**config.mk**
```make
export PLATFORM = sky130hd
export DESIGN_NAME = backup_power_supervisor
export DESIGN_NICKNAME = d
export VERILOG_FILES = /design/src/hw/bps_pkg.sv /design/src/hw/cmp_filter.sv /design/src/hw/backup_power_supervisor.sv
export SDC_FILE = /design/constraint.sdc
export NUM_CORES = 1
export LEC_CHECK = 0
export ABC_AREA = 1
export ABC_CLOCK_PERIOD_IN_PS = 6600
export BUFFER_PORTS_ARGS = -buffer_cell sky130_fd_sc_hd__buf_4
export CORE_MARGIN = 2
export CORE_UTILIZATION = 54
export DETAILED_ROUTE_END_ITERATION = 12
export PLACE_DENSITY_LB_ADDON = 0.15
export SYNTH_ARGS = -nofsm -noshare
export SYNTH_HDL_FRONTEND = slang
export SYNTH_HIERARCHICAL = 1
export SYNTH_SLANG_ARGS = --single-unit
export TNS_END_PERCENT = 20
```
**constraint.sdc**
```tcl
create_clock -name mclk_i -period 6.6 [get_ports mclk_i]
set_clock_uncertainty 0.15 [all_clocks]
set_input_delay 1.98 -clock mclk_i [delete_from_list [all_inputs] [get_ports mclk_i]]
set_output_delay 1.98 -clock mclk_i [all_outputs]
set_load 0.05 [all_outputs]
```
**src/hw/bps_pkg.sv**
```systemverilog
// Functional notes
// - Enter battery mode only if main below backup-minus-hysteresis and below trip level.
// - Return to normal when main above backup-plus-hysteresis or above trip plus hysteresis.
// - In battery mode the serial port ignores its inputs and never pulls data low.
// - Everything but the serial port keeps working on battery unless disabled.
// - Capture time on each switchover; first power-down kept, last power-up kept.
// - Power-down capture held until the capture clear bit wipes the captures.
// - A flag shows power-up after loss of both supplies.
// - Brownout flag set when main supply falls below the chosen trip level.
// - Six brownout trip levels selectable by a setting.
// - Between thresholds set first battery-low flag; below lower set both flags.
// - Brownout alone leaves the serial port active until the trip condition.
// - On battery, temperature conversion runs only with battery sense enable set.
// - Frequency-output bits choose interrupt or clock function on the shared pin.
// - Interrupt function drives the shared open-drain pin low for an alarm.
// - Alarm is readable as a flag and may also drive the interrupt pin.
// - Repeating alarm mode raises an interrupt on every recurring match.
// - Alarm is disabled while the shared pin gives a clock output.
// - Repeating alarm holds the pin low 250 ms per match and sets alarm flag.
package bps_pkg;

    // -------------------------------------------------------------------
    // Timing
    // -------------------------------------------------------------------
    localparam int unsigned CLK_PERIOD_NS   = 40;
    localparam int unsigned FILTER_TIME_NS  = 2000;
    localparam int unsigned FILTER_CYC      =
        (FILTER_TIME_NS + CLK_PERIOD_NS - 1) / CLK_PERIOD_NS;
    localparam int unsigned FILTER_CNT_W    = 8;
    localparam int unsigned ALARM_PULSE_MS  = 250;
    localparam int unsigned ALARM_PULSE_CYC = (ALARM_PULSE_MS * 1000000) / CLK_PERIOD_NS;
    localparam int unsigned PULSE_CNT_W     = 24;

    // -------------------------------------------------------------------
    // Widths, codes and reset values
    // -------------------------------------------------------------------
    localparam int unsigned BO_LEVELS      = 6;
    localparam logic [2:0]  BO_TOP         = 3'h5;
    localparam int unsigned STAMP_W        = 40;
    localparam logic [3:0]  FREQ_OFF       = 4'h0;
    localparam logic        TOTAL_LOSS_RST = 1'b1;

    typedef logic [STAMP_W-1:0] stamp_t;

    typedef enum logic [1:0] {
        ST_NORMAL  = 2'b01,
        ST_BATTERY = 2'b10
    } pmode_e;

    // Comparator results, one bit per analog decision
    typedef struct packed {
        logic                 below_bat_hys;
        logic                 above_bat_hys;
        logic                 below_trip;
        logic                 above_trip_hys;
        logic [BO_LEVELS-1:0] below_bo;
        logic                 bat_below_85;
        logic                 bat_below_75;
    } cmp_s;

    // Status flags
    typedef struct packed {
        logic alarm;
        logic brownout;
        logic bat_first;
        logic bat_second;
        logic total_loss;
    } status_s;

endpackage

```
**src/hw/cmp_filter.sv**
```systemverilog
`timescale 1ns/100ps
`default_nettype none

module cmp_filter #(
    parameter int unsigned W = 1
) (
    // Clock and reset
    input  wire logic         mclk_i,
    input  wire logic         rst_i,
    // Raw and filtered comparator bits
    input  wire logic [W-1:0] raw_i,
    output logic      [W-1:0] clean_o
);

    localparam logic [bps_pkg::FILTER_CNT_W-1:0] CNT_END =
        bps_pkg::FILTER_CNT_W'(bps_pkg::FILTER_CYC - 1);

    logic [W-1:0]                     meta_q;
    logic [W-1:0]                     sync_q;
    logic [W-1:0]                     last_q;
    logic [W-1:0]                     clean_q;
    logic [bps_pkg::FILTER_CNT_W-1:0] cnt_q;

    // Two-stage synchroniser, first stage read only by the second
    always_ff @(posedge mclk_i or posedge rst_i)
    begin
        if (rst_i)
        begin
            meta_q <= '0;
            sync_q <= '0;
            last_q <= '0;
        end
        else
        begin
            meta_q <= raw_i;
            sync_q <= meta_q;
            last_q <= sync_q;
        end
    end

    // Stability counter restarts on any change
    always_ff @(posedge mclk_i or posedge rst_i)
    begin
        if (rst_i)
            cnt_q <= '0;
        else if (sync_q != last_q)
            cnt_q <= '0;
        else if (cnt_q != CNT_END)
            cnt_q <= cnt_q + 1'b1;
    end

    // Accept a value only after it stood for the whole filter time
    always_ff @(posedge mclk_i or posedge rst_i)
    begin
        if (rst_i)
            clean_q <= '0;
        else if (sync_q == last_q && cnt_q == CNT_END)
            clean_q <= last_q;
    end

    assign clean_o = clean_q;

endmodule
`default_nettype wire

```
**src/hw/backup_power_supervisor.sv**
```systemverilog
`timescale 1ns/100ps
`default_nettype none

module backup_power_supervisor #(
    parameter int unsigned PULSE_CYCLES = bps_pkg::ALARM_PULSE_CYC
) (
    // Clock and reset
    input  wire logic             mclk_i,
    input  wire logic             rst_i,
    // Analog comparator results
    input  wire bps_pkg::cmp_s    cmp_i,
    input  wire logic [2:0]       bo_level_sel_i,
    // Flag clearing and time capture
    input  wire bps_pkg::status_s flag_clr_i,
    input  wire logic             capture_clear_bit_i,
    input  wire bps_pkg::stamp_t  time_now_i,
    // Serial host port pins and engine
    input  wire logic             scl_i,
    input  wire logic             sda_i,
    input  wire logic             sda_drive_i,
    // Temperature sensing control
    input  wire logic             temp_sense_enable_i,
    input  wire logic             battery_temp_sense_enable_i,
    // Shared pin and alarm control
    input  wire logic             fout_bat_disable_i,
    input  wire logic [3:0]       freq_sel_i,
    input  wire logic             freq_clk_i,
    input  wire logic             alarm_enable_i,
    input  wire logic             alarm_pulse_mode_i,
    input  wire logic             alarm_match_i,
    // Mode and serial gating
    output logic                  battery_mode_o,
    output logic                  scl_gated_o,
    output logic                  sda_gated_o,
    output logic                  sda_oe_o,
    // Status and captures
    output bps_pkg::status_s      status_o,
    output bps_pkg::stamp_t       powerdown_time_capture_o,
    output bps_pkg::stamp_t       powerup_time_capture_o,
    output logic                  temp_conv_run_o,
    // Shared open-drain pin
    output logic                  interrupt_or_clock_pin_o,
    output logic                  interrupt_or_clock_pin_oe_o
);

    // -------------------------------------------------------------------
    // Declarations
    // -------------------------------------------------------------------
    localparam logic [bps_pkg::PULSE_CNT_W-1:0] PULSE_LOAD =
        bps_pkg::PULSE_CNT_W'(PULSE_CYCLES);

    bps_pkg::cmp_s                  cmp_f;
    bps_pkg::pmode_e                mode_q;
    bps_pkg::pmode_e                mode_d;
    bps_pkg::status_s               stat_q;
    bps_pkg::stamp_t                pd_cap_q;
    bps_pkg::stamp_t                pu_cap_q;
    logic                           pd_valid_q;
    logic                           bat_q;
    logic                           bat_d;
    logic                           enter_w;
    logic                           leave_w;
    logic                           scl_q;
    logic                           sda_q;
    logic                           sda_oe_q;
    logic                           temp_q;
    logic                           pin_q;
    logic                           pin_oe_q;
    logic [2:0]                     bo_idx;
    logic                           fout_mode;
    logic                           pin_allowed;
    logic                           alarm_active;
    logic                           match_take;
    logic                           irq_low_d;
    logic [bps_pkg::PULSE_CNT_W-1:0] pulse_cnt_q;
    logic [bps_pkg::PULSE_CNT_W-1:0] pulse_cnt_d;

    // Sticky flag update where a set beats a clear in the same cycle
    function automatic logic sticky(input logic q, input logic set, input logic clr);
        return set | (q & ~clr);
    endfunction

    // -------------------------------------------------------------------
    // Comparator conditioning
    // -------------------------------------------------------------------
    // Synchronise and debounce every comparator bit
    cmp_filter #(
        .W($bits(bps_pkg::cmp_s))
    ) u_filter (
        .mclk_i  (mclk_i),
        .rst_i   (rst_i),
        .raw_i   (cmp_i),
        .clean_o (cmp_f)
    );

    // -------------------------------------------------------------------
    // Supply mode
    // -------------------------------------------------------------------
    // Mode decision with separate entry and exit conditions
    always_comb
    begin
        mode_d = mode_q;
        unique case (mode_q)
            bps_pkg::ST_NORMAL:
                if (cmp_f.below_bat_hys && cmp_f.below_trip)
                    mode_d = bps_pkg::ST_BATTERY;
            bps_pkg::ST_BATTERY:
                if (cmp_f.above_bat_hys || cmp_f.above_trip_hys)
                    mode_d = bps_pkg::ST_NORMAL;
            default:
                mode_d = bps_pkg::ST_NORMAL;
        endcase
    end

    assign bat_d   = (mode_d == bps_pkg::ST_BATTERY);
    assign enter_w = (mode_q == bps_pkg::ST_NORMAL) && bat_d;
    assign leave_w = (mode_q == bps_pkg::ST_BATTERY) && !bat_d;

    // Mode register and its one-bit copy for the output
    always_ff @(posedge mclk_i or posedge rst_i)
    begin
        if (rst_i)
        begin
            mode_q <= bps_pkg::ST_NORMAL;
            bat_q  <= 1'b0;
        end
        else
        begin
            mode_q <= mode_d;
            bat_q  <= bat_d;
        end
    end

    // -------------------------------------------------------------------
    // Serial port gating
    // -------------------------------------------------------------------
    // Brownout does not touch the port; only battery mode idles it
    always_ff @(posedge mclk_i or posedge rst_i)
    begin
        if (rst_i)
        begin
            scl_q    <= 1'b1;
            sda_q    <= 1'b1;
            sda_oe_q <= 1'b0;
        end
        else
        begin
            scl_q    <= scl_i || bat_d;
            sda_q    <= sda_i || bat_d;
            sda_oe_q <= sda_drive_i && !bat_d;
        end
    end

    // -------------------------------------------------------------------
    // Time stamps
    // -------------------------------------------------------------------
    // First power-down kept; a clear in the same cycle lets a new one in
    always_ff @(posedge mclk_i or posedge rst_i)
    begin
        if (rst_i)
        begin
            pd_cap_q   <= '0;
            pd_valid_q <= 1'b0;
        end
        else if (enter_w && (!pd_valid_q || capture_clear_bit_i))
        begin
            pd_cap_q   <= time_now_i;
            pd_valid_q <= 1'b1;
        end
        else if (capture_clear_bit_i)
        begin
            pd_cap_q   <= '0;
            pd_valid_q <= 1'b0;
        end
    end

    // Power-up capture holds the latest return to main supply until the capture clear bit wipes it
    always_ff @(posedge mclk_i or posedge rst_i)
    begin
        if (rst_i)
            pu_cap_q <= '0;
        else if (leave_w)
            pu_cap_q <= time_now_i;
        else if (capture_clear_bit_i)
            pu_cap_q <= '0;
    end

    // -------------------------------------------------------------------
    // Supply status flags
    // -------------------------------------------------------------------
    // Out-of-range selections fall back to the highest level
    assign bo_idx = (bo_level_sel_i > bps_pkg::BO_TOP) ? bps_pkg::BO_TOP : bo_level_sel_i;

    // Power-loss flag is set only by reset; the others follow their set events
    always_ff @(posedge mclk_i or posedge rst_i)
    begin
        if (rst_i)
        begin
            stat_q.total_loss <= bps_pkg::TOTAL_LOSS_RST;
            stat_q.brownout   <= 1'b0;
            stat_q.bat_first  <= 1'b0;
            stat_q.bat_second <= 1'b0;
            stat_q.alarm      <= 1'b0;
        end
        else
        begin
            stat_q.total_loss <= sticky(stat_q.total_loss, 1'b0,
                                        flag_clr_i.total_loss);
            stat_q.brownout   <= sticky(stat_q.brownout, cmp_f.below_bo[bo_idx],
                                        flag_clr_i.brownout);
            stat_q.bat_first  <= sticky(stat_q.bat_first, cmp_f.bat_below_85,
                                        flag_clr_i.bat_first);
            stat_q.bat_second <= sticky(stat_q.bat_second, cmp_f.bat_below_75,
                                        flag_clr_i.bat_second);
            stat_q.alarm      <= sticky(stat_q.alarm, match_take, flag_clr_i.alarm);
        end
    end

    // -------------------------------------------------------------------
    // Temperature conversion gate
    // -------------------------------------------------------------------
    // Runs on main supply when enabled; on battery needs the extra enable
    always_ff @(posedge mclk_i or posedge rst_i)
    begin
        if (rst_i)
            temp_q <= 1'b0;
        else
            temp_q <= temp_sense_enable_i &&
                      (!bat_d || battery_temp_sense_enable_i);
    end

    // -------------------------------------------------------------------
    // Alarm and shared pin
    // -------------------------------------------------------------------
    // Clock output mode takes the pin and turns the alarm off
    assign fout_mode    = (freq_sel_i != bps_pkg::FREQ_OFF);
    assign pin_allowed  = !(bat_q && fout_bat_disable_i);
    assign alarm_active = alarm_enable_i && !fout_mode && pin_allowed;
    assign match_take   = alarm_match_i && alarm_active;

    // Repeating mode reloads the low time on every match
    always_comb
    begin
        pulse_cnt_d = pulse_cnt_q;
        if (match_take && alarm_pulse_mode_i)
            pulse_cnt_d = PULSE_LOAD;
        else if (pulse_cnt_q != '0)
            pulse_cnt_d = pulse_cnt_q - 1'b1;
    end

    // Single mode holds the pin low for as long as the flag stands
    assign irq_low_d = alarm_pulse_mode_i ? (pulse_cnt_d != '0)
                     : (alarm_active && sticky(stat_q.alarm, match_take, flag_clr_i.alarm));

    // Repeat pulse counter
    always_ff @(posedge mclk_i or posedge rst_i)
    begin
        if (rst_i)
            pulse_cnt_q <= '0;
        else
            pulse_cnt_q <= pulse_cnt_d;
    end

    // Open-drain pin: only ever pulls low, enable high while pulling
    always_ff @(posedge mclk_i or posedge rst_i)
    begin
        if (rst_i)
        begin
            pin_q    <= 1'b0;
            pin_oe_q <= 1'b0;
        end
        else
        begin
            pin_q    <= 1'b0;
            pin_oe_q <= pin_allowed &&
                        (fout_mode ? !freq_clk_i : irq_low_d);
        end
    end

    // -------------------------------------------------------------------
    // Outputs
    // -------------------------------------------------------------------
    assign battery_mode_o              = bat_q;
    assign scl_gated_o                 = scl_q;
    assign sda_gated_o                 = sda_q;
    assign sda_oe_o                    = sda_oe_q;
    assign status_o                    = stat_q;
    assign powerdown_time_capture_o    = pd_cap_q;
    assign powerup_time_capture_o      = pu_cap_q;
    assign temp_conv_run_o             = temp_q;
    assign interrupt_or_clock_pin_o    = pin_q;
    assign interrupt_or_clock_pin_oe_o = pin_oe_q;
endmodule
`default_nettype wire

```
==> results.toml, run 1 <==
[setup_path]
cp.arrival_ns = 4.05
endpoint_kind = "flop"
start_kind = "input pin"
worst-path-max-fanout = 16
required_ns = 6.76
criticalPathCategory = "in2reg"

[logic_synthesis]
synth_edf_count = 0
synth_top_area_share = 0.565
syn_area_um2 = 7530
ys_top_cells_by_count = "170 x dfrtp_1, 150 x nand2_1, 112 x nand3_1"
synth_area_leaders = "dfrtp_1 57%, nand2_1 7.5%, nand3_1 7.4%"
synthCells = 836
ys_warn_count = 6
syn_area_per_cell_um2 = 9.00
synthArstFlopShare = 1.00
post-synth-top-count-cell = "dfrtp_1"
yosys_register_bits = 174
yosysSeqAreaShare = 0.579
synth_nets = 919
synth_top_area_cell = "dfrtp_1"
yosysUniqueCellTypes = 35
ys.flop_type = "dfrtp_1"

[sta]
maxSlewViolCount = 0
fin_tns_setup_ns = 0
max_slew_margin = 0.266
period_minus_slack_ns = 3.89
tightest_slew_ns = 1.10
setup_violations = 0
setup_ws_ns = 2.71
grt_setup_unrepaired = "no"
fmax_mhz = 257
finalHoldViolCount = 0
finalCritPeriodShare = 0.589

[placed_design]
dp_slack_ns = 2.27
portBuffers = 167
hpwl_um = 11800
gp_congestion = 0.877

[floorplanning]
coreArea_um2 = 13800
rows = 43
die_h_um = 122
dieArea_um2 = 14900
initial_core_util = 0.547
die_x_um = 122
ioPinCount = 169

[cts]
cts-root-buf = "clkbuf_16"
htreeDepth = 4
cts_buffers = 17
ctsHoldBuffers = 0
tritoncts = "built"
clock_sinks = 174
clk_latency_ns = 0.42
ctsResizeCount = 0
postCtsSetupBuffers = 0
clkTransAtPathRegs_ns = 0.06
clockBufferDepth = 2

[grt]
grt_pass1_vias = 5821
grt_pass1_wl_um = 27600
grt.overflow.total = 0
grt_max_degree = 81
grt_use_total = 0.237
grt_antenna_before_repair = 0

[routing]
wl_um = 16900
wire_per_inst_um = 14.2
drtIter0Drc = 487
vias = 6059
final_antenna_net_count = 0
drc_errors = 0
viasPerCell = 5.11
drtPass1Iterations = 5

[flow_run]
cap_viol_max_count = 0

[power_and_ir_drop]
power.leakage_nw = 4.90
switching_power_w = 0.000633
intPower_w = 0.00185
cellPowerDensity_nw_per_um2 = 261
irDropWorstVdd_mv = 0.292
seq_power_share = 0.468
swShare = 0.255
pwr-share-comb = 0.121
clockPowerShare = 0.410

[status]
status = "complete, no violations"

[final_layout]
syn_to_final_growth_pct = 26.0
layout-drive-gt1-share = 0.241
layout.nets = 1077
diodes = 0

[hold_path]
hold_path.class = "reg2reg"
==> layout make-up <==
class | count | area [µm²]
sequential | 174 | 4360
fill | 1142 | 4290
multi-input combinational | 521 | 2600
timing repair buffer | 171 | 1280
clock buffer | 21 | 470
inverter | 109 | 412
tap | 180 | 225
clock inverter | 9 | 136
==> cell families (layout without fill, tap and decap cells) <==
kind of cell | Yosys count | count (layout) | synth area share
simple gates | 397 | 397 | 0.247
buf+inv | 141 | 310 | 0.0756
flops | 174 | 174 | 0.579
xor+xnor | 15 | 15 | 0.0175
compound gates | 102 | 102 | 0.0700
other cells | 1 | 1 | 0.000498
fa+ha+maj | 6 | 6 | 0.00997
==> worst max-delay path: stages <==
cell and delay (ns):
buf_4 0.11, nor2_1 0.09, nand2_1 0.09, nor2_1 0.13, nand2_1 0.09, nor2_2 0.44, inv_1 0.39, nand3_1 0.21
nand2_1 0.07, nor2_1 0.10, nand2_1 0.06, nor2_1 0.10, nand3_1 0.07, nand2_1 0.06, a21oi_1 0.05
==> worst paths after layout <==
kind | from | end | slack [ns] | cells after the start
setup / recovery | freq_sel_i[3] | interrupt_or_clock_pin_oe_o | 2.71 | 15
min in group asynchronous | rst_i | mode_q[1] | 1.63 | 2
max in group asynchronous | rst_i | powerup_time_capture_o[2] | 3.52 | 3
hold reg to reg | u_filter/meta_q[11] | u_filter/sync_q[11] | 0.20 | 0
hold / removal | u_filter/meta_q[11] | u_filter/sync_q[11] | 0.20 | 0
setup reg to reg | mode_q[0] | powerdown_time_capture_o[20] | 3.70 | 10
==> routing by layer <==
metal	vias to the layer above	track usage	routed length, µm
met5	-	0	0
met4	0	0.101	588
met3	40	0.0543	833
met2	151	0.389	8510
met1	2872	0.305	6920
li1	2996	-	-
==> power by group through the flow <==
stage          logic, W  clock network (W)  registers (W)
2_1_floorplan  0.000202                  0        0.00118
3_3_place_gp   0.000295                  0        0.00118
3_5_place_dp   0.000298                  0        0.00118
4_1_cts        0.000302            0.00104        0.00116
5_1_grt        0.000344            0.00109        0.00117
6_report       0.000301            0.00102        0.00116
==> flip-flops by register name, indices dropped and copies added, names as in the netlist <==
register and count:
battery_mode_o 1, interrupt_or_clock_pin_oe_o 1, mode_q 2, pd_valid_q 1, powerdown_time_capture_o 40, powerup_time_capture_o 40, pulse_cnt_q 24, scl_gated_o 1
sda_gated_o 1, sda_oe_o 1, status_o 5, temp_conv_run_o 1, u_filter/clean_o 12, u_filter/cnt_q 8, u_filter/last_q 12, u_filter/meta_q 12
u_filter/sync_q 12
==> metrics by stage <==
| stage | std cells | cell area, µm² | power (W) | utilization | hold WS, ns |
|---|---|---|---|---|---|
| final | 1185 | 9490 | 0.00248 | 0.689 | 0.196 |
| after floorplan | 836 | 7530 | 0.00138 | - | 0.181 |
| after global routing | 1185 | 9490 | 0.00260 | 0.689 | 0.206 |
| after global placement | 1155 | 8880 | 0.00147 | 0.645 | 0.181 |
| after CTS | 1185 | 9490 | 0.00250 | 0.689 | 0.199 |
| after detailed placement | 1155 | 8880 | 0.00148 | 0.645 | 0.186 |
==> cell usage in the layout (no fill, tap or decap), types with 2 or more instances in the layout <==
master / instances
nor2_4: 4
o21ai_0: 78
o21ai_1: 5
nand3_1: 112
or2_2: 3
clkbuf_16: 17
nand2_2: 9
inv_1: 105
xor2_1: 8
dfstp_2: 4
nand2_1: 149
o21bai_1: 2
clkinv_4: 3
inv_2: 3
nor2_1: 74
ha_1: 6
clkbuf_8: 3
nand4_1: 18
nand3_4: 2
bufinv_16: 3
xnor2_1: 7
dfrtp_1: 170
clkinvlp_4: 2
buf_4: 171
nand3_2: 2
nor3_1: 3
nor2_2: 12
a21oi_1: 13
nand3b_1: 7
(Power assumes the default switching activity.)
==> run 2: changes to the inputs <==
--- a/config.mk
+++ b/config.mk
@@ -6,7 +6,7 @@
 export NUM_CORES = 1
 export LEC_CHECK = 0
 export ABC_AREA = 1
-export ABC_CLOCK_PERIOD_IN_PS = 6600
+export ABC_CLOCK_PERIOD_IN_PS = 3800
 export BUFFER_PORTS_ARGS = -buffer_cell sky130_fd_sc_hd__buf_4
 export CORE_MARGIN = 2
 export CORE_UTILIZATION = 54
==> constraint.sdc (replaced) <==
create_clock -name mclk_i -period 3.8 [get_ports mclk_i]
set_clock_uncertainty 0.15 [all_clocks]
set_input_delay 1.14 -clock mclk_i [delete_from_list [all_inputs] [get_ports mclk_i]]
set_output_delay 1.14 -clock mclk_i [all_outputs]
set_load 0.05 [all_outputs]
==> results.toml, run 2 (synthesized netlist as in run 1, its figures left out) <==
[cts]
clock_sinks = 174
clockBufferDepth = 2
tritoncts = "built"
cts-root-buf = "clkbuf_16"
ctsResizeCount = 0
ctsHoldBuffers = 0
clk_latency_ns = 0.42
clkTransAtPathRegs_ns = 0.06
postCtsSetupBuffers = 0
cts_buffers = 17
htreeDepth = 4

[routing]
viasPerCell = 5.14
wire_per_inst_um = 14.2
drc_errors = 0
wl_um = 16900
drtPass1Iterations = 5
drtIter0Drc = 480
final_antenna_net_count = 0
vias = 6115

[power_and_ir_drop]
swShare = 0.262
clockPowerShare = 0.409
cellPowerDensity_nw_per_um2 = 452
switching_power_w = 0.00113
irDropWorstVdd_mv = 0.420
seq_power_share = 0.468
power_w = 0.00432
pwr-share-comb = 0.123
power.leakage_nw = 4.93
intPower_w = 0.00319

[sta]
fin_tns_setup_ns = 0
finalHoldViolCount = 0
maxSlewViolCount = 0
finalCritPeriodShare = 0.716
tightest_slew_ns = 0.801
fmax_mhz = 367
grt_setup_unrepaired = "no"
setup_violations = 0
period_minus_slack_ns = 2.72
max_slew_margin = 0.466
setup_ws_ns = 1.08

[final_layout]
syn_to_final_growth_pct = 26.9
layout.nets = 1081
multi_input_area_um2 = 2600
diodes = 0
register_area_um2 = 4360
final_common_cell = "buf_4"
n_fill_cell = 1122
final_cell_mix = "172 x buf_4, 170 x dfrtp_1, 149 x nand2_1"
fin_area_um2 = 9560
layout-drive-gt1-share = 0.245

[grt]
grt.overflow.total = 0
grt_antenna_before_repair = 0
grt_pass1_wl_um = 26800
grt_use_total = 0.231
grt_pass1_vias = 5592
grt_max_degree = 81

[setup_path]
worst-path-max-fanout = 16
required_ns = 3.96
max_stage_delay_ns = 0.24
worstPathCellList = "buf_4 > nor2_1 > nand2_1 > nor2_1 > nand2_1 > nor2_2 > buf_4 > inv_1 > nand3_1 > nand2_1 > nor2_1 > nand2_1 > nor2_1 > nand3_1 > nand2_1 > a21oi_1"
criticalPathCategory = "in2reg"
endpoint_kind = "flop"
cp.arrival_ns = 2.88
start_kind = "input pin"
cpMostUsedCell = "nand2_1"
cp_slowest_cell = "inv_1"

[floorplanning]
die_h_um = 122
rows = 43
dieArea_um2 = 14900
coreArea_um2 = 13800
ioPinCount = 169
die_x_um = 122
initial_core_util = 0.547

[placed_design]
hpwl_um = 12000
dp_slack_ns = 0.674
portBuffers = 167
gp_congestion = 0.884
dpl_cell_area_um2 = 8950

[status]
status = "complete, no violations"

[hold_path]
hold_path.class = "reg2reg"

[flow_run]
cap_viol_max_count = 0
run 2: routing by layer:
layer / routed length [µm] / track usage / up-vias
met5: 0 / 0 / -
met1: 7140 / 0.302 / 2898
met3: 847 / 0.0463 / 41
met2: 8390 / 0.375 / 170
li1: - / - / 3006
met4: 556 / 0.103 / 0
run 2: cell type report:
cell class,count,share of cell area
Multi-Input combinational cell,521,0.272
Timing Repair Buffer,175,0.141
Clock buffer,19,0.0464
Clock inverter,12,0.0170
Inverter,109,0.0432
Sequential cell,174,0.456
Tap cell,180,0.0236
run 2: final timing paths:
kind / startpoint / to / slack [ns] / cells after the start
max: freq_sel_i[1] / interrupt_or_clock_pin_oe_o / 1.08 / 16
min: u_filter/meta_q[10] / u_filter/sync_q[10] / 0.20 / 0
max reg2reg: mode_q[0] / powerdown_time_capture_o[31] / 1.09 / 10
min reg2reg: u_filter/meta_q[10] / u_filter/sync_q[10] / 0.20 / 0
max in group asynchronous: rst_i / status_o[0] / 2.06 / 3
min in group asynchronous: rst_i / u_filter/sync_q[9] / 0.61 / 2
run 2: worst max-delay path: cells and delay by family:
kind	cells	cell delay, ns
compound gates	1	0.05
buf+inv	3	0.54
simple gates	12	1.13
run 2: power groups by stage:
stage	Clock [W]	Sequential (W)	Combinational, W
after CTS	0.00179	0.00202	0.000531
after detailed placement	0	0.00205	0.000525
after floorplan	0	0.00205	0.000352
after global routing	0.00188	0.00203	0.000605
final	0.00177	0.00202	0.000531
after global placement	0	0.00205	0.000524
run 2: stage by stage:
stage,hold WS (ns),utilization,std cells
6_report,0.200,0.694,1190
5_1_grt,0.206,0.694,1190
4_1_cts,0.204,0.694,1190
3_5_place_dp,0.189,0.650,1159
3_3_place_gp,0.182,0.650,1159
2_1_floorplan,0.181,-,836
